$ cat src/verilog/hk_adc_pkg.sv
// Package for the housekeeping converter sequencer: register map, field positions, types.
// Assumes an 8-bit special function register bus and three external 8-bit converters.
`default_nettype none
package hk_adc_pkg;
    // Register byte addresses
    localparam logic [7:0] TEMPERATURE_RESULT_ADDR      = 8'hD7;
    localparam logic [7:0] CONVERSION_START_ADDR        = 8'hD8;
    localparam logic [7:0] BATTERY_RESULT_ADDR          = 8'hDF;
    localparam logic [7:0] POWER_EVENT_ENABLE_ADDR      = 8'hEC;
    localparam logic [7:0] EXTERNAL_VOLTAGE_RESULT_ADDR = 8'hEF;
    localparam logic [7:0] CHANGE_DELTA_CONFIG_ADDR     = 8'hF3;
    localparam logic [7:0] POWER_EVENT_FLAGS_ADDR       = 8'hF8;
    localparam logic [7:0] BACKGROUND_INTERVAL_ADDR     = 8'hF9;
    localparam logic [7:0] LOW_BATTERY_THRESHOLD_ADDR   = 8'hFA;

    // Reset value shared by every register
    localparam logic [7:0] REG_RESET = 8'h00;

    // Channel numbering matches the start bit positions
    localparam int NUM_CH   = 3;
    localparam int CH_BATT  = 0;
    localparam int CH_TEMP  = 1;
    localparam int CH_VDC   = 2;

    // Start register: valid start bits
    localparam logic [2:0] START_MASK = 3'h7;

    // Flag and enable bit positions
    localparam int LOW_BATTERY_FLAG_BIT       = 2;
    localparam int EXTERNAL_VOLTAGE_FLAG_BIT  = 3;

    // Delta field positions and special codes
    localparam int TEMP_DELTA_LSB = 3;
    localparam int VDC_DELTA_LSB  = 0;
    localparam logic [2:0] DELTA_OFF   = 3'h0;
    localparam logic [2:0] DELTA_EVERY = 3'h7;

    // Interval field positions (two bits each, code counts base strobe ticks)
    localparam int TEMP_INTERVAL_LSB = 0;
    localparam int VDC_INTERVAL_LSB  = 2;
    localparam int BATT_INTERVAL_LSB = 4;

    // Power-saving modes
    typedef enum logic [1:0] {
        full_power_mode,
        battery_active_mode,
        halted_sleep_mode
    } power_mode_t;

    // Register bus request
    typedef struct packed {
        logic [7:0] addr;
        logic       wr;
        logic       rd;
        logic [7:0] wdata;
    } sfr_req_t;

    // Converter completion report
    typedef struct packed {
        logic       done;
        logic [7:0] code;
    } adc_done_t;
endpackage : hk_adc_pkg
`default_nettype wire

$ cat src/verilog/housekeeping_adc_sequencer.sv
// Sequencer for the temperature, battery and external voltage housekeeping converters.
// Assumes converters on the same clock: a request level, a one-cycle accept and a
// one-cycle done with an 8-bit code; a base strobe tick from the timer logic.
`default_nettype none

module housekeeping_adc_sequencer
    import hk_adc_pkg::*;
(
    // Clock and reset
    input  wire logic                  clk,
    input  wire logic                  reset_n,
    // Register bus
    input  wire sfr_req_t              sfrReq,
    output logic [7:0]                 sfrRdata,
    // Operating mode and base strobe
    input  wire power_mode_t           powerMode,
    input  wire logic                  strobeTick,
    // Converters, index 0 battery, 1 temperature, 2 external voltage
    output logic [NUM_CH-1:0]          convRequest,
    input  wire logic [NUM_CH-1:0]     convAccept,
    input  wire adc_done_t             convDone [NUM_CH],
    // Interrupt outputs
    output logic                       temperatureIrq,
    output logic                       externalVoltageIrq,
    output logic                       powerEventIrq
);

    // Register storage
    logic [2:0]        startBits_ff;
    logic [7:0]        powerEventEnable_ff;
    logic [7:0]        changeDeltaConfig_ff;
    logic [7:0]        backgroundInterval_ff;
    logic [7:0]        lowBatteryThreshold_ff;
    logic              lowBatteryFlag_ff;
    logic              externalVoltageFlag_ff;
    logic [7:0]        result_ff    [NUM_CH];
    logic [7:0]        reference_ff [NUM_CH];
    logic [7:0]        sfrRdata_ff;
    logic              temperatureIrq_ff;
    logic              externalVoltageIrq_ff;

    // Per-channel sequencing state
    logic [NUM_CH-1:0] bgPending_ff;
    logic [NUM_CH-1:0] busy_ff;
    logic [NUM_CH-1:0] busySingle_ff;
    logic [1:0]        tickCount_ff [NUM_CH];

    // Per-channel derived terms
    logic [1:0]        intervalCode [NUM_CH];
    logic [NUM_CH-1:0] allowSingle;
    logic [NUM_CH-1:0] allowBackground;
    logic [NUM_CH-1:0] singleDone;
    logic [NUM_CH-1:0] backgroundDone;
    logic [NUM_CH-1:0] eventFire;

    logic              wrStart;
    logic              wrFlags;
    logic              tempDeltaHit;
    logic              vdcDeltaHit;
    logic              battBelow;

    // Delta comparison on the 3-bit code
    // Difference taken from the larger value, so a wrap below zero never looks small
    // Codes one to six compare strictly greater: a change equal to the setting stays quiet
    function automatic logic delta_exceeded(input logic [7:0] code,
                                            input logic [7:0] ref_code,
                                            input logic [2:0] setting);
        logic [7:0] diff;
        diff = (code > ref_code) ? code - ref_code : ref_code - code;
        if (setting == DELTA_OFF)
            delta_exceeded = 1'b0;
        else if (setting == DELTA_EVERY)
            delta_exceeded = 1'b1;
        else
            delta_exceeded = diff > {5'h00, setting};
    endfunction : delta_exceeded

    // Write strobes decoded once; the bus has no wait states
    assign wrStart = sfrReq.wr && (sfrReq.addr == CONVERSION_START_ADDR);
    assign wrFlags = sfrReq.wr && (sfrReq.addr == POWER_EVENT_FLAGS_ADDR);

    // Interval fields per channel
    assign intervalCode[CH_BATT] = backgroundInterval_ff[BATT_INTERVAL_LSB +: 2];
    assign intervalCode[CH_TEMP] = backgroundInterval_ff[TEMP_INTERVAL_LSB +: 2];
    assign intervalCode[CH_VDC]  = backgroundInterval_ff[VDC_INTERVAL_LSB +: 2];

    // Mode gating; the battery path is idle in halted sleep
    // Mask bits follow channel order: battery, temperature, external voltage
    // Unused mode code gives all-off, so a bad mode value never starts a conversion
    always_comb
    begin
        allowSingle     = '0;
        allowBackground = '0;
        case (powerMode)
            full_power_mode:
            begin
                allowSingle     = 3'h7;
                allowBackground = 3'h7;
            end
            battery_active_mode:
            begin
                allowSingle     = 3'h7;
                allowBackground = 3'h0;
            end
            halted_sleep_mode:
            begin
                allowSingle     = 3'h0;
                allowBackground = 3'h6;
            end
            default:
            begin
                allowSingle     = 3'h0;
                allowBackground = 3'h0;
            end
        endcase
    end

    // Completion qualifiers per channel
    assign tempDeltaHit = delta_exceeded(convDone[CH_TEMP].code, reference_ff[CH_TEMP],
                                         changeDeltaConfig_ff[TEMP_DELTA_LSB +: 3]);
    assign vdcDeltaHit  = delta_exceeded(convDone[CH_VDC].code, reference_ff[CH_VDC],
                                         changeDeltaConfig_ff[VDC_DELTA_LSB +: 3]);
    assign battBelow    = convDone[CH_BATT].code < lowBatteryThreshold_ff;

    assign eventFire[CH_BATT] = singleDone[CH_BATT] || (backgroundDone[CH_BATT] && battBelow);
    assign eventFire[CH_TEMP] = singleDone[CH_TEMP] || (backgroundDone[CH_TEMP] && tempDeltaHit);
    assign eventFire[CH_VDC]  = singleDone[CH_VDC] || (backgroundDone[CH_VDC] && vdcDeltaHit);

    // Per-channel request, acceptance and background timing
    genvar ch;
    generate
        for (ch = 0; ch < NUM_CH; ch++)
        begin : g_chan
            logic wantSingle;
            logic wantBackground;

            assign wantSingle     = startBits_ff[ch] && allowSingle[ch];
            assign wantBackground = bgPending_ff[ch] && allowBackground[ch];
            // Request held as a level until the converter accepts it
            assign convRequest[ch]    = !busy_ff[ch] && (wantSingle || wantBackground);
            assign singleDone[ch]     = busy_ff[ch] && convDone[ch].done && busySingle_ff[ch];
            assign backgroundDone[ch] = busy_ff[ch] && convDone[ch].done && !busySingle_ff[ch];

            // Interval counter in base ticks; a zero code keeps it idle
            // Shortening the interval mid-count fires on the next tick, never skips a run
            always_ff @(posedge clk or negedge reset_n)
            begin
                if (!reset_n)
                    tickCount_ff[ch] <= 2'h0;
                else if (intervalCode[ch] == 2'h0)
                    tickCount_ff[ch] <= 2'h0;
                else if (strobeTick && (tickCount_ff[ch] + 2'h1 >= intervalCode[ch]))
                    tickCount_ff[ch] <= 2'h0;
                else if (strobeTick)
                    tickCount_ff[ch] <= tickCount_ff[ch] + 2'h1;
            end

            // Background due flag; dropped when the mode forbids it so no stale run appears later
            always_ff @(posedge clk or negedge reset_n)
            begin
                if (!reset_n)
                    bgPending_ff[ch] <= 1'b0;
                else if (intervalCode[ch] == 2'h0 || !allowBackground[ch])
                    bgPending_ff[ch] <= 1'b0;
                else if (strobeTick && (tickCount_ff[ch] + 2'h1 >= intervalCode[ch]))
                    bgPending_ff[ch] <= 1'b1;
                else if (convAccept[ch] && convRequest[ch] && !wantSingle)
                    bgPending_ff[ch] <= 1'b0;
            end

            // Conversion in flight and its kind; a single request wins over background
            // A done pulse with nothing in flight is ignored by the completion qualifiers
            always_ff @(posedge clk or negedge reset_n)
            begin
                if (!reset_n)
                begin
                    busy_ff[ch]       <= 1'b0;
                    busySingle_ff[ch] <= 1'b0;
                end
                else if (convAccept[ch] && convRequest[ch])
                begin
                    busy_ff[ch]       <= 1'b1;
                    busySingle_ff[ch] <= wantSingle;
                end
                else if (convDone[ch].done)
                    busy_ff[ch] <= 1'b0;
            end

            // Result loads only on an event; reference follows it
            always_ff @(posedge clk or negedge reset_n)
            begin
                if (!reset_n)
                begin
                    result_ff[ch]    <= REG_RESET;
                    reference_ff[ch] <= REG_RESET;
                end
                else if (eventFire[ch])
                begin
                    result_ff[ch]    <= convDone[ch].code;
                    reference_ff[ch] <= convDone[ch].code;
                end
            end
        end
    endgenerate

    // Start bits: software sets, acceptance clears; a new write wins over the clear
    // A start in a forbidding mode stays set and runs once the mode permits it
    always_ff @(posedge clk or negedge reset_n)
    begin
        if (!reset_n)
            startBits_ff <= 3'h0;
        else
            startBits_ff <= (startBits_ff & ~(convAccept & convRequest & startBits_ff & allowSingle))
                          | (wrStart ? (sfrReq.wdata[2:0] & START_MASK) : 3'h0);
    end

    // Plain read-write configuration registers
    // Writes to result registers fall through and are ignored
    always_ff @(posedge clk or negedge reset_n)
    begin
        if (!reset_n)
        begin
            powerEventEnable_ff    <= REG_RESET;
            changeDeltaConfig_ff   <= REG_RESET;
            backgroundInterval_ff  <= REG_RESET;
            lowBatteryThreshold_ff <= REG_RESET;
        end
        else if (sfrReq.wr)
        begin
            if (sfrReq.addr == POWER_EVENT_ENABLE_ADDR)
                powerEventEnable_ff <= sfrReq.wdata;
            else if (sfrReq.addr == CHANGE_DELTA_CONFIG_ADDR)
                changeDeltaConfig_ff <= sfrReq.wdata;
            else if (sfrReq.addr == BACKGROUND_INTERVAL_ADDR)
                backgroundInterval_ff <= sfrReq.wdata;
            else if (sfrReq.addr == LOW_BATTERY_THRESHOLD_ADDR)
                lowBatteryThreshold_ff <= sfrReq.wdata;
        end
    end

    // Power event flags: writing zero clears, hardware set wins in the same cycle
    // Separate bits, so one clear write can drop one source and keep the other
    always_ff @(posedge clk or negedge reset_n)
    begin
        if (!reset_n)
        begin
            lowBatteryFlag_ff      <= 1'b0;
            externalVoltageFlag_ff <= 1'b0;
        end
        else
        begin
            if (eventFire[CH_BATT])
                lowBatteryFlag_ff <= 1'b1;
            else if (wrFlags && !sfrReq.wdata[LOW_BATTERY_FLAG_BIT])
                lowBatteryFlag_ff <= 1'b0;
            if (backgroundDone[CH_VDC] && vdcDeltaHit)
                externalVoltageFlag_ff <= 1'b1;
            else if (wrFlags && !sfrReq.wdata[EXTERNAL_VOLTAGE_FLAG_BIT])
                externalVoltageFlag_ff <= 1'b0;
        end
    end

    // Direct interrupt pulses; temperature keeps no flag at all
    // Registered for a clean pulse, at the cost of one cycle after done
    always_ff @(posedge clk or negedge reset_n)
    begin
        if (!reset_n)
        begin
            temperatureIrq_ff     <= 1'b0;
            externalVoltageIrq_ff <= 1'b0;
        end
        else
        begin
            temperatureIrq_ff     <= eventFire[CH_TEMP];
            externalVoltageIrq_ff <= singleDone[CH_VDC];
        end
    end

    // Power interrupt level from enabled flags
    // Combinational so clearing an enable drops the request at once
    assign powerEventIrq = (lowBatteryFlag_ff && powerEventEnable_ff[LOW_BATTERY_FLAG_BIT])
                        || (externalVoltageFlag_ff && powerEventEnable_ff[EXTERNAL_VOLTAGE_FLAG_BIT]);
    assign temperatureIrq     = temperatureIrq_ff;
    assign externalVoltageIrq = externalVoltageIrq_ff;

    // Registered read data, one cycle after the read strobe; unmapped reads give zero
    // Limitation: start bits read back pending requests, not the converter state
    always_ff @(posedge clk or negedge reset_n)
    begin
        if (!reset_n)
            sfrRdata_ff <= REG_RESET;
        else if (sfrReq.rd)
        begin
            if (sfrReq.addr == TEMPERATURE_RESULT_ADDR)
                sfrRdata_ff <= result_ff[CH_TEMP];
            else if (sfrReq.addr == CONVERSION_START_ADDR)
                sfrRdata_ff <= {5'h00, startBits_ff};
            else if (sfrReq.addr == BATTERY_RESULT_ADDR)
                sfrRdata_ff <= result_ff[CH_BATT];
            else if (sfrReq.addr == POWER_EVENT_ENABLE_ADDR)
                sfrRdata_ff <= powerEventEnable_ff;
            else if (sfrReq.addr == EXTERNAL_VOLTAGE_RESULT_ADDR)
                sfrRdata_ff <= result_ff[CH_VDC];
            else if (sfrReq.addr == CHANGE_DELTA_CONFIG_ADDR)
                sfrRdata_ff <= changeDeltaConfig_ff;
            else if (sfrReq.addr == POWER_EVENT_FLAGS_ADDR)
                sfrRdata_ff <= {4'h0, externalVoltageFlag_ff, lowBatteryFlag_ff, 2'h0};
            else if (sfrReq.addr == BACKGROUND_INTERVAL_ADDR)
                sfrRdata_ff <= backgroundInterval_ff;
            else if (sfrReq.addr == LOW_BATTERY_THRESHOLD_ADDR)
                sfrRdata_ff <= lowBatteryThreshold_ff;
            else
                sfrRdata_ff <= REG_RESET;
        end
    end

    assign sfrRdata = sfrRdata_ff;

endmodule : housekeeping_adc_sequencer
`default_nettype wire

$ cat config.mk
export PLATFORM = sky130hd
export DESIGN_NAME = housekeeping_adc_sequencer
export DESIGN_NICKNAME = d
export VERILOG_FILES = /design/src/verilog/hk_adc_pkg.sv /design/src/verilog/housekeeping_adc_sequencer.sv
export SDC_FILE = /design/constraint.sdc
export NUM_CORES = 1
export LEC_CHECK = 0
export BUFFER_PORTS_ARGS = -buffer_cell sky130_fd_sc_hd__buf_4
export CAP_MARGIN = 40
export CORE_UTILIZATION = 35
export CTS_CLUSTER_SIZE = 16
export DETAILED_ROUTE_END_ITERATION = 8
export SETUP_SLACK_MARGIN = 0.3
export SLEW_MARGIN = 10
export SYNTH_ARGS = -nofsm -noshare
export SYNTH_HDL_FRONTEND = slang
export SYNTH_SLANG_ARGS = --single-unit
export TNS_END_PERCENT = 20
$ cat constraint.sdc
create_clock -name clk -period 5 [get_ports clk]
set_clock_uncertainty 0.15 [all_clocks]
set_input_delay 0.75 -clock clk [delete_from_list [all_inputs] [get_ports clk]]
set_output_delay 0.75 -clock clk [all_outputs]
set_load 0.02 [all_outputs]
Word level (Yosys, flattened, before mapping):

Index checks and enable logic that the tools add are counted.

* register bits after elaboration: 86
* output and inout bits: 14
* word-level logic and storage cells: 190

* add/sub/neg operators: 7
* order comparisons: 8
* equality and inequality tests: 13
* mux-type cells: 46
* bitwise gates (word level): 9
* reductions and logical operators: 82

Operators by type and width (count)
* 2-to-1 mux 8 bit: 11
* == test 8 bit, second input constant: 9
* logical AND 1 bit: 36
* subtractor 8 bit: 4
* 2-to-1 mux 1 bit: 23
* 2-to-1 mux 2 bit: 9
* nonzero test 3 bit: 6
* greater-than comparator 8 x 3 -> 1 bit: 2
* greater-than comparator 8 bit: 2
* logical NOT 1 bit: 14
* bitwise AND 3 bit: 4
* logical OR 1 bit: 10
* nonzero test 2 bit: 5
* logical NOT 2 bit: 4
* less-than comparator 8 bit: 1
* adder 2 x 1 -> 2 bit, second input constant: 3
* == test 3 bit, second input constant: 2
* greater-or-equal comparator 2 bit: 3
* logical NOT 3 bit: 2
* 2-to-1 mux 3 bit: 2
* case mux 3 bit (2 select lines): 1
* AND reduction 5 bit: 1
* AND reduction 4 bit: 1
* NOT 1 bit: 3
* 7 further kinds: 7

Logic depth before layout (Yosys ltp):

Gate-level depths: netlist of the first run.

* word-level depth: 12
* mapped depth: 18

Least setup slack after synthesis of the first run:

Ideal clock, no wire load.

* path kind: input-to-reg
* start point: input convDone[9] (netlist name)
* end point: register reference_ff[15] (netlist name)
* arrival: 4.076 ns
* data required time: 4.722 ns
* slack: 0.646 ns
* stages: 17
* buffers on the path: 1
* path through: inv_1 -> ha_1 -> inv_1 -> fa_1 -> nand3_1 -> a21oi_2 -> o22ai_2 -> mux2_2 -> ha_1 -> a21o_1 -> a21oi_1 -> a31oi_1 -> a311oi_1 -> o2111ai_1 -> o41ai_1 -> buf_4 -> mux2_1

* longest elaborated chain between the ends: 7
* elaborated cells between the ends (all ways): 9
* classes of those cells: add/sub: 2; order compare: 2; mux: 3; reduce/logical: 2

RTL lines
* start, declared: RTL line housekeeping_adc_sequencer.sv:21 `input wire adc_done_t convDone [NUM_CH],`
* subtractor 8 bit / greater-than comparator 8 bit (equally long branches): RTL line housekeeping_adc_sequencer.sv:69 `diff = (code > ref_code) ? code - ref_code : ref_code - code;`
* 2-to-1 mux 8 bit (*): RTL line housekeeping_adc_sequencer.sv:69
* greater-than comparator 8 x 3 -> 1 bit (*): RTL line housekeeping_adc_sequencer.sv:75 `delta_exceeded = diff > {5'h00, setting};`
* 2-to-1 mux 1 bit (*): RTL line housekeeping_adc_sequencer.sv:72 `else if (setting == DELTA_EVERY)`
* 2-to-1 mux 1 bit (*): RTL line housekeeping_adc_sequencer.sv:70 `if (setting == DELTA_OFF)`
* logical AND 1 bit (*): RTL line housekeeping_adc_sequencer.sv:126 `assign eventFire[CH_TEMP] = singleDone[CH_TEMP] || (backgroundDone[CH_TEMP] && tempDeltaHit);`
* logical OR 1 bit (*): RTL line housekeeping_adc_sequencer.sv:126
* end signal, assigned by index: RTL line housekeeping_adc_sequencer.sv:200 `reference_ff[ch] <= convDone[ch].code;`
* end, declared: RTL line housekeeping_adc_sequencer.sv:37 `logic [7:0] reference_ff [NUM_CH];`

Mark *: on every way between the ends. The rest lies on a longest branch, timed or not.
A chain may end at the register's enable or synchronous reset.

Worst setup path after layout of the first run:

Same ends and word-level chain as after synthesis.

==> results of run 1 <==
per-layer routing:
layer / global-route usage / wire [um]
met2: 0.309 / 7550
met5: 0 / 0
met1: 0.266 / 7660
met3: 0.0264 / 697
met4: 0.0607 / 251
state kept, by name (all words and copies together), names as in the netlist, 3 cells and up:
signal,count
backgroundInterval_ff,8
bgPending_ff,3
busySingle_ff,3
busy_ff,3
changeDeltaConfig_ff,8
lowBatteryThreshold_ff,8
powerEventEnable_ff,8
reference_ff,16
result_ff,8
sfrRdata,8
startBits_ff,3
tickCount_ff,6
logic make-up (layout without fill, tap and decap cells):
family,count (synthesis),count (layout),share of synthesized area
AND/OR/NAND/NOR,166,166,0.135
buffers and inverters,78,154,0.0542
adder cells (fa/ha/maj),53,53,0.116
flip-flops,86,86,0.359
multiplexers,78,78,0.141
XOR/XNOR,8,8,0.0117
AO/OA/AOI/OAI,152,152,0.184
synthesized netlist by cell type, drive strengths merged (9+ instances only):
master,n
nand2b,10
o21ai,32
o211ai,10
mux2,53
nor2,34
nand4,13
nand2,62
buf,9
ha,49
a31oi,9
a21oi,38
inv,61
nand3,13
nor3,10
a21o,10
mux2i,25
dfrtp,86
power by group through the flow:
stage	Sequential, mW	Combinational (mW)	Clock [mW]
floorplan	0.776	0.306	0
global placement	0.785	0.441	0
detailed placement	0.787	0.449	0
CTS	0.774	0.452	0.698
global route	0.780	0.504	0.729
finish	0.775	0.452	0.677
how the worst max path moves through the flow:
stage	startpoint	endpoint	cells past startpoint
2_1_floorplan	convDone[9]	reference_ff[15]	17
3_3_place_gp	convDone[9]	reference_ff[15]	19
3_5_place_dp	convDone[9]	reference_ff[15]	19
4_1_cts	convDone[9]	reference_ff[8]	20
5_1_grt	convDone[3]	reference_ff[7]	17
6_report	convDone[9]	reference_ff[15]	19
worst max-delay path, delay by kind of cell:
family	cells	cell delay (ns)
adders and majority gates	3	0.84
xor gates and xnor gates	1	0.16
muxes	2	0.58
AOI/OAI and AO/OA	7	1.22
buffers and inverters	5	0.69
and+or+nand+nor	1	0.12
metrics by stage:
stage                      util  hold slack (ns)  setup slack (ns)
after global placement    0.406            0.329             0.429
after CTS                 0.424            0.274             0.715
after detailed placement  0.406            0.344             0.369
after global routing      0.424            0.300             0.460
after floorplan               -            0.304             0.646
final                     0.424            0.253             0.708
area by class of cell:
type	instances	area, um2
fillers	1615	9580
multi-input cells	457	3530
flip-flops and latches	86	2150
repair buffers	76	571
well taps	220	275
clock buffers	13	260
inverters	62	233
clock inverters	3	42.5
==> impl_metrics.env, run 1 <==
export IMPL_status="complete, no violations"
export IMPL_grt_overflow=0
export IMPL_cts_buffer_depth=2
export IMPL_r2r_end="reference_ff[4]"
export IMPL_cts_tree="done"
export IMPL_synthesis_area_mm2=0.00600
export IMPL_yosysTopAreaCell="dfrtp_1"
export IMPL_critPathSlowestCell="fa_1"
export IMPL_cts_made_buffers=9
export IMPL_synth_edf_count=0
export IMPL_dr_pass1_iters=6
export IMPL_ys_seq_area_frac=0.359
export IMPL_placed_cells=901
export IMPL_grt_pass1_wl_mm=26.7
export IMPL_syn_nets=727
export IMPL_tightest_slew_ns=0.819
export IMPL_synth_flop_cell="dfrtp_1"
export IMPL_ff2ff_path_depth=15
export IMPL_clk_latency_ns=0.33
export IMPL_yosysTopAreaCellShare=0.359
export IMPL_rsz0062_at_grt="no"
export IMPL_dieArea_mm2=0.0177
export IMPL_dieWidth_um=133
export IMPL_clk_pin_slew_ns=0.06
export IMPL_die_h_um=133
export IMPL_start_util=0.360
export IMPL_power_density_mw_per_mm2=269
export IMPL_total_power_mw=1.90
export IMPL_numPortBuffers=66
export IMPL_netlist_instances=621
export IMPL_slew_violations=0
export IMPL_synthArstFlopShare=1.00
export IMPL_h_tree_depth=3
export IMPL_critPathCaptureType="register"
export IMPL_num_nets_final=798
export IMPL_switching_share=0.292
export IMPL_crit_path_frequent_cell="buf_4"
export IMPL_synth_warnings=0
export IMPL_crit_fanout=8
export IMPL_wire_per_inst_um=17.6
export IMPL_wirelength_mm=16.2
export IMPL_intPower_mw=1.35
export IMPL_reg2reg_from="reference_ff[5]"
export IMPL_antenna_diode_count=0
export IMPL_vias_per_cell=5.43
export IMPL_area_growth_synth_to_final_pct=17.7
export IMPL_critPathMaxStageDelay_ns=0.40
export IMPL_switchingPower_uw=556
export IMPL_post_dp_hpwl_mm=12.8
export IMPL_min_path_type="in2async"
export IMPL_root_buffer="clkbuf_16"
export IMPL_grt_pass1_vias=4955
export IMPL_fin_crit_sh=0.858
export IMPL_core_area_mm2=0.0166
export IMPL_ys_top_cells_by_area="dfrtp_1 36%, ha_1 10%, mux2_2 9.6%, mux2i_1 4.2%, nand2_1 3.9%"
export IMPL_place_gp_congestion=0.832
export IMPL_pwr_share_clk=0.355
export IMPL_start_kind="input pin"
export IMPL_drtAntennaViolNets=0
export IMPL_grt_use_total=0.192
export IMPL_final_common_cell="dfrtp_1"
export IMPL_crit_chain="buf_4, inv_1, ha_1, inv_1, fa_1, nand3_1, a21oi_2, o22ai_2, buf_4, mux2i_1, xnor2_1, ha_1, a21oi_1, a31oi_1, a311oi_1, o2111ai_1, o41ai_2, buf_4, mux2_1"
export IMPL_antenna_found_initial=0
export IMPL_tns_ns=0
export IMPL_fmax_mhz=233
export IMPL_arrival_ns=4.35
export IMPL_max_slew_margin=0.452
export IMPL_dpl_instance_area_mm2=0.00676
export IMPL_synth_area_per_cell_um2=9.66
export IMPL_final_hold_viol_count=0
export IMPL_synthDistinctLibCells=68
export IMPL_crit_required_ns=5.06
export IMPL_cts_resized=0
export IMPL_reg2reg_slack_ns=0.77
export IMPL_post_cts_buffers=0
export IMPL_p_leak_nw=3.32
export IMPL_clkSinkCount=86
export IMPL_irDropWorstVdd_uv=186
export IMPL_layout_cells_non_filler=917
export IMPL_grt_max_degree=45
export IMPL_final_cell_mix="86 x dfrtp_1, 76 x buf_4, 62 x nand2_1, 61 x inv_1, 51 x mux2_2"
export IMPL_setup_viol=0
export IMPL_ys_ff_latch=86
export IMPL_drc=0
export IMPL_drv_cap=0
export IMPL_pwr_share_seq=0.407
export IMPL_drt_iter0_drc=409
export IMPL_drive_gt1_frac=0.238
export IMPL_cts_hold_buffers=0
export IMPL_combPwrFrac=0.237
export IMPL_num_io_pins=67
export IMPL_final_cell_area_mm2=0.00706
export IMPL_via_count=4979
export IMPL_rows=47
export IMPL_setup_worst_path_class="in2reg"
export IMPL_period_minus_slack_ns=4.29
No activity file was read; power rests on OpenSTA's default activity.
==> run 2, diff against run 1 <==
- ABC_AREA: not set -> 1
==> impl_metrics.env, run 2 <==
export IMPL_crit_required_ns=5.08
export IMPL_via_count=5285
export IMPL_post_dp_hpwl_mm=13.3
export IMPL_vias_per_cell=4.85
export IMPL_drc=0
export IMPL_grtUsageMet2=0.298
export IMPL_drt_iter0_drc=285
export IMPL_wire_per_inst_um=15.0
export IMPL_area_growth_synth_to_final_pct=17.0
export IMPL_dr_pass1_iters=4
export IMPL_final_hold_viol_count=0
export IMPL_min_path_type="in2async"
export IMPL_busiest_layer="met2"
export IMPL_rsz0062_at_grt="no"
export IMPL_critPathMaxStageDelay_ns=0.38
export IMPL_synth_area_per_cell_um2=7.56
export IMPL_drv_cap=0
export IMPL_ys_ff_latch=86
export IMPL_cts_tree="done"
export IMPL_arrival_ns=3.69
export IMPL_setup_viol=0
export IMPL_grtUsageMet1=0.287
export IMPL_antenna_diode_count=0
export IMPL_rows=47
export IMPL_dieWidth_um=133
export IMPL_fmax_mhz=277
export IMPL_fin_crit_sh=0.722
export IMPL_wirelength_mm=16.4
export IMPL_h_tree_depth=3
export IMPL_grt_use_total=0.194
export IMPL_cp_top_family="simple AND/OR/NAND/NOR gates"
export IMPL_antenna_found_initial=0
export IMPL_place_ws_ns=1.04
export IMPL_layout_cells_non_filler=1089
export IMPL_synthDistinctLibCells=45
export IMPL_total_power_mw=2.23
export IMPL_cts_made_buffers=9
export IMPL_cp_num_buf_inv=5
export IMPL_regMostFlops="reference_ff"
export IMPL_netlist_instances=798
export IMPL_p_leak_nw=3.59
export IMPL_drive_gt1_frac=0.153
export IMPL_irDropWorstVdd_uv=177
export IMPL_yosysMostFrequentCell="nand2_1"
export IMPL_grt_pass1_vias=5107
export IMPL_setup_worst_path_class="in2reg"
export IMPL_clk_pin_slew_ns=0.06
export IMPL_synth_warnings=0
export IMPL_yosysTopAreaCellShare=0.357
export IMPL_cts_resized=0
export IMPL_grt_max_degree=45
export IMPL_ys_top_cells_by_area="dfrtp_1 36%, nand2_1 13%, ha_1 10%, inv_1 7.8%, o21ai_0 5.2%"
export IMPL_syn_nets=904
export IMPL_numPortBuffers=66
export IMPL_cts_hold_buffers=0
export IMPL_start_kind="input pin"
export IMPL_ys_seq_area_frac=0.357
export IMPL_fin_hold_ws_ns=0.260
export IMPL_period_minus_slack_ns=3.61
export IMPL_max_slew_margin=0.595
export IMPL_crit_fanout=10
export IMPL_synth_common_cells="215 x nand2_1, 126 x inv_1, 86 x dfrtp_1"
export IMPL_final_common_cell="nand2_1"
export IMPL_yosysTopAreaCell="dfrtp_1"
export IMPL_synthArstFlopShare=1.00
export IMPL_layout_setup_ws_ns=1.39
export IMPL_synth_edf_count=0
export IMPL_start_util=0.361
export IMPL_reg2reg_slack_ns=1.52
export IMPL_grt_pass1_wl_mm=26.7
export IMPL_grt_overflow=0
export IMPL_die_h_um=133
export IMPL_slew_violations=0
export IMPL_cts_buffer_depth=2
export IMPL_num_nets_final=970
export IMPL_post_cts_buffers=0
export IMPL_placed_cells=1073
export IMPL_clk_latency_ns=0.34
export IMPL_num_io_pins=67
export IMPL_core_area_mm2=0.0167
export IMPL_critPathSlowestCell="fa_1"
export IMPL_use_met3=0.0293
export IMPL_drtAntennaViolNets=0
export IMPL_critPathCaptureType="register"
export IMPL_dieArea_mm2=0.0178
export IMPL_final_cell_mix="215 x nand2_1, 126 x inv_1, 86 x dfrtp_1, 67 x buf_4, 63 x o21ai_0"
export IMPL_tightest_slew_ns=0.607
export IMPL_place_gp_congestion=0.904
export IMPL_clkSinkCount=86
export IMPL_root_buffer="clkbuf_16"
export IMPL_largest_reg_flops=16
export IMPL_crit_path_frequent_cell="nand2_1"
export IMPL_synthesis_area_mm2=0.00603
export IMPL_synth_flop_cell="dfrtp_1"
export IMPL_status="complete, no violations"
export IMPL_tns_ns=0
export IMPL_power_density_mw_per_mm2=316
-- run 2: cell count changes in the layout (fill, tap and decap cells not counted), sizes merged, moves of 10 or more --
cell    delta
mux2      -45
o21ai     +38
nand3     +23
mux2i     -25
inv       +72
nand2b    -10
nand2    +180
-- run 2: report_power, final --
group	leakage (nW)	internal, mW	switching (mW)
Sequential	1.15	0.786	0.0731
Combinational	2.28	0.279	0.394
Clock	0.154	0.418	0.283
-- run 2: final timing paths --
path / start / to / cells past startpoint
min: reset_n / sfrRdata[6] / 1
min in group clk: lowBatteryThreshold_ff[4] / lowBatteryThreshold_ff[4] / 2
max reg2reg: reference_ff[5] / reference_ff[1] / 20
max: convDone[0] / reference_ff[1] / 25
min reg2reg: lowBatteryThreshold_ff[4] / lowBatteryThreshold_ff[4] / 2
max in group asynchronous: reset_n / backgroundInterval_ff[7] / 2
-- run 2: cell families (layout without fill, tap and decap cells) --
group	count (synthesis)	in the layout	share of synthesized area
simple gates	341	341	0.253
compound gates	146	146	0.139
buf+inv	145	216	0.0938
flops	86	86	0.357
mux	8	8	0.0149
fa+ha+maj	53	53	0.115
xor+xnor	19	19	0.0276
-- run 2: cell type report --
type	count	area, um2
fill	1816	9650
sequential	86	2150
clock inverter	4	52.6
clock buffer	12	256
multi-input combinational	567	3310
timing repair buffer	67	503
tap	220	275
inverter	133	504
-- run 2: through the flow --
step,util,area (um2)
after global routing,0.422,7060
after floorplan,-,6030
final,0.422,7060
after CTS,0.422,7060
after detailed placement,0.404,6750
after global placement,0.404,6750
-- run 2: metal layers --
layer	part of all wire	vias to the layer above
met5	0	-
met4	0.0081	0
met3	0.037	11
met2	0.44	110
met1	0.51	2446
li1	-	2718
==> run 3, diff against run 2 <==
- clock period: 5 -> 3.3 ns (I/O delays scaled with it)
==> impl_metrics.env, run 3 (synthesis gave the netlist of run 2 again) <==
export IMPL_status="complete, no violations"
export IMPL_drv_cap=0
export IMPL_dieArea_mm2=0.0178
export IMPL_min_path_type="in2async"
export IMPL_largest_reg_flops=16
export IMPL_root_buffer="clkbuf_16"
export IMPL_area_growth_synth_to_final_pct=26.6
export IMPL_routed_top_layer="met4"
export IMPL_wirelength_mm=17.6
export IMPL_core_area_mm2=0.0167
export IMPL_cts_tree="done"
export IMPL_grt_max_degree=47
export IMPL_grt_pass1_vias=5343
export IMPL_final_hold_viol_count=0
export IMPL_drc=0
export IMPL_irDropWorstVdd_uv=279
export IMPL_setup_worst_path_class="reg2reg"
export IMPL_clk_pin_slew_ns=0.06
export IMPL_grt_pass1_wl_mm=28.0
export IMPL_start_kind="register"
export IMPL_critPathSlowestCell="dfrtp_1"
export IMPL_total_power_mw=3.50
export IMPL_cts_hold_buffers=0
export IMPL_critPathCaptureType="register"
export IMPL_antenna_found_initial=0
export IMPL_fin_crit_sh=0.929
export IMPL_rsz0062_at_grt="yes"
export IMPL_p_leak_nw=3.82
export IMPL_wire_per_inst_um=15.5
export IMPL_post_dp_hpwl_mm=14.2
export IMPL_slew_violations=0
export IMPL_max_slew_margin=0.528
export IMPL_clkSinkCount=86
export IMPL_dr_pass1_iters=6
export IMPL_dpl_instance_area_mm2=0.00709
export IMPL_period_minus_slack_ns=3.07
export IMPL_regMostFlops="reference_ff"
export IMPL_start_util=0.361
export IMPL_final_cell_area_mm2=0.00763
export IMPL_vias_per_cell=4.94
export IMPL_wl_met3_um=990
export IMPL_place_gp_congestion=0.915
export IMPL_grt_overflow=0
export IMPL_cts_made_buffers=9
export IMPL_cts_buffer_depth=2
export IMPL_dieWidth_um=133
export IMPL_arrival_ns=3.16
export IMPL_tightest_slew_ns=0.706
export IMPL_crit_chain="ha_2, inv_2, fa_2, nand3_2, nand2_2, nand2_2, nand2_2, nand2_4, nand2_1, o21ai_2, xor2_1, inv_1, ha_4, a21oi_2, o21ai_1, nand2_1, nand3_2, nor2_2, nand3_2, nand3_4, nand2_8, nand2_2, nand2_2"
export IMPL_fmax_mhz=326
export IMPL_via_count=5616
export IMPL_antenna_diode_count=0
export IMPL_final_common_cell="nand2_1"
export IMPL_numPortBuffers=66
export IMPL_setup_viol=0
export IMPL_num_io_pins=67
export IMPL_rows=47
export IMPL_clk_latency_ns=0.35
export IMPL_final_cell_mix="208 x nand2_1, 120 x inv_1, 112 x buf_4, 83 x dfrtp_1, 60 x o21ai_0"
export IMPL_critPathMaxStageDelay_ns=0.38
export IMPL_crit_fanout=6
export IMPL_h_tree_depth=3
export IMPL_wl_met1_mm=8.61
export IMPL_drtAntennaViolNets=0
export IMPL_num_nets_final=1018
export IMPL_drive_gt1_frac=0.241
export IMPL_drt_iter0_drc=321
export IMPL_power_density_mw_per_mm2=459
export IMPL_die_h_um=133
export IMPL_crit_path_frequent_cell="nand2_2"
export IMPL_crit_required_ns=3.39
export IMPL_wl_met2_mm=7.79
export IMPL_fin_hold_ws_ns=0.0151
export IMPL_grt_use_total=0.204
[run 3: cell types whose count changed in the layout (fill, tap and decap cells not counted), moves of 4 or more]
cell	delta
a21oi_1	-4
a21oi_2	+4
buf_4	+45
ha_1	-11
ha_4	+9
inv_1	-6
inv_2	+4
nand2_1	-7
nand2_2	+5
nand3_1	-4
nand3_2	+4
[run 3: critical path, delay by kind of cell, from the launching register on]
kind	cells	cell delay (ns)
XOR/XNOR	1	0.15
AND/OR/NAND/NOR	14	1.15
AO/OA/AOI/OAI	3	0.26
flip-flops	1	0.38
buffers and inverters	2	0.12
adder cells (fa/ha/maj)	3	0.76
[run 3: through the flow]
stage / TNS (ns) / utilization / cells / worst slack, ns
5_1_grt: -0.0905 / 0.457 / 1136 / -0.0192
3_5_place_dp: -1.17 / 0.425 / 1109 / -0.102
6_report: 0 / 0.457 / 1136 / 0.233
2_1_floorplan: 0 / - / 798 / 0.199
4_1_cts: 0 / 0.450 / 1133 / 0.223
3_3_place_gp: -0.0368 / 0.425 / 1109 / -0.0125
[run 3: what timing repair did]
item | in CTS | in global routing
gates resized for setup | 17 | 18
buffers inserted | 7 | 3
pin swaps | 6 | 5
cloned | 2 | 0
endpoints found under the setup margin | 18 | 18
[run 3: power breakdown]
part	switching (mW)	total, mW	internal [mW]
registers	0.114	1.31	1.19
logic	0.676	1.23	0.559
clock network	0.416	0.962	0.546
[run 3: layout make-up]
type                            count  area (um2)
Multi-Input combinational cell    569        3550
Clock inverter                      3        20.0
Tap cell                          220         275
Clock buffer                       12         256
Timing Repair Buffer              113         852
Fill cell                        1740        9070
Inverter                          133         519
Sequential cell                    86        2160
[run 3: layer usage]
metal	vias up	track usage
met1	2626	0.294
li1	2818	-
met5	-	0
met4	0	0.0650
met2	150	0.315
met3	22	0.0293
[run 3: worst paths after layout]
check	start	to	slack, ns	cells after the start
worst min-delay path	reset_n	tickCount_ff[3]	0.02	1
min in group clk	powerMode[1]	bgPending_ff[0]	0.18	2
worst max register to register	reference_ff[8]	reference_ff[10]	0.23	23
max in group asynchronous	reset_n	reference_ff[13]	2.24	2
worst min register to register	lowBatteryThreshold_ff[0]	lowBatteryThreshold_ff[0]	0.34	2
worst max-delay path	reference_ff[8]	reference_ff[10]	0.23	23
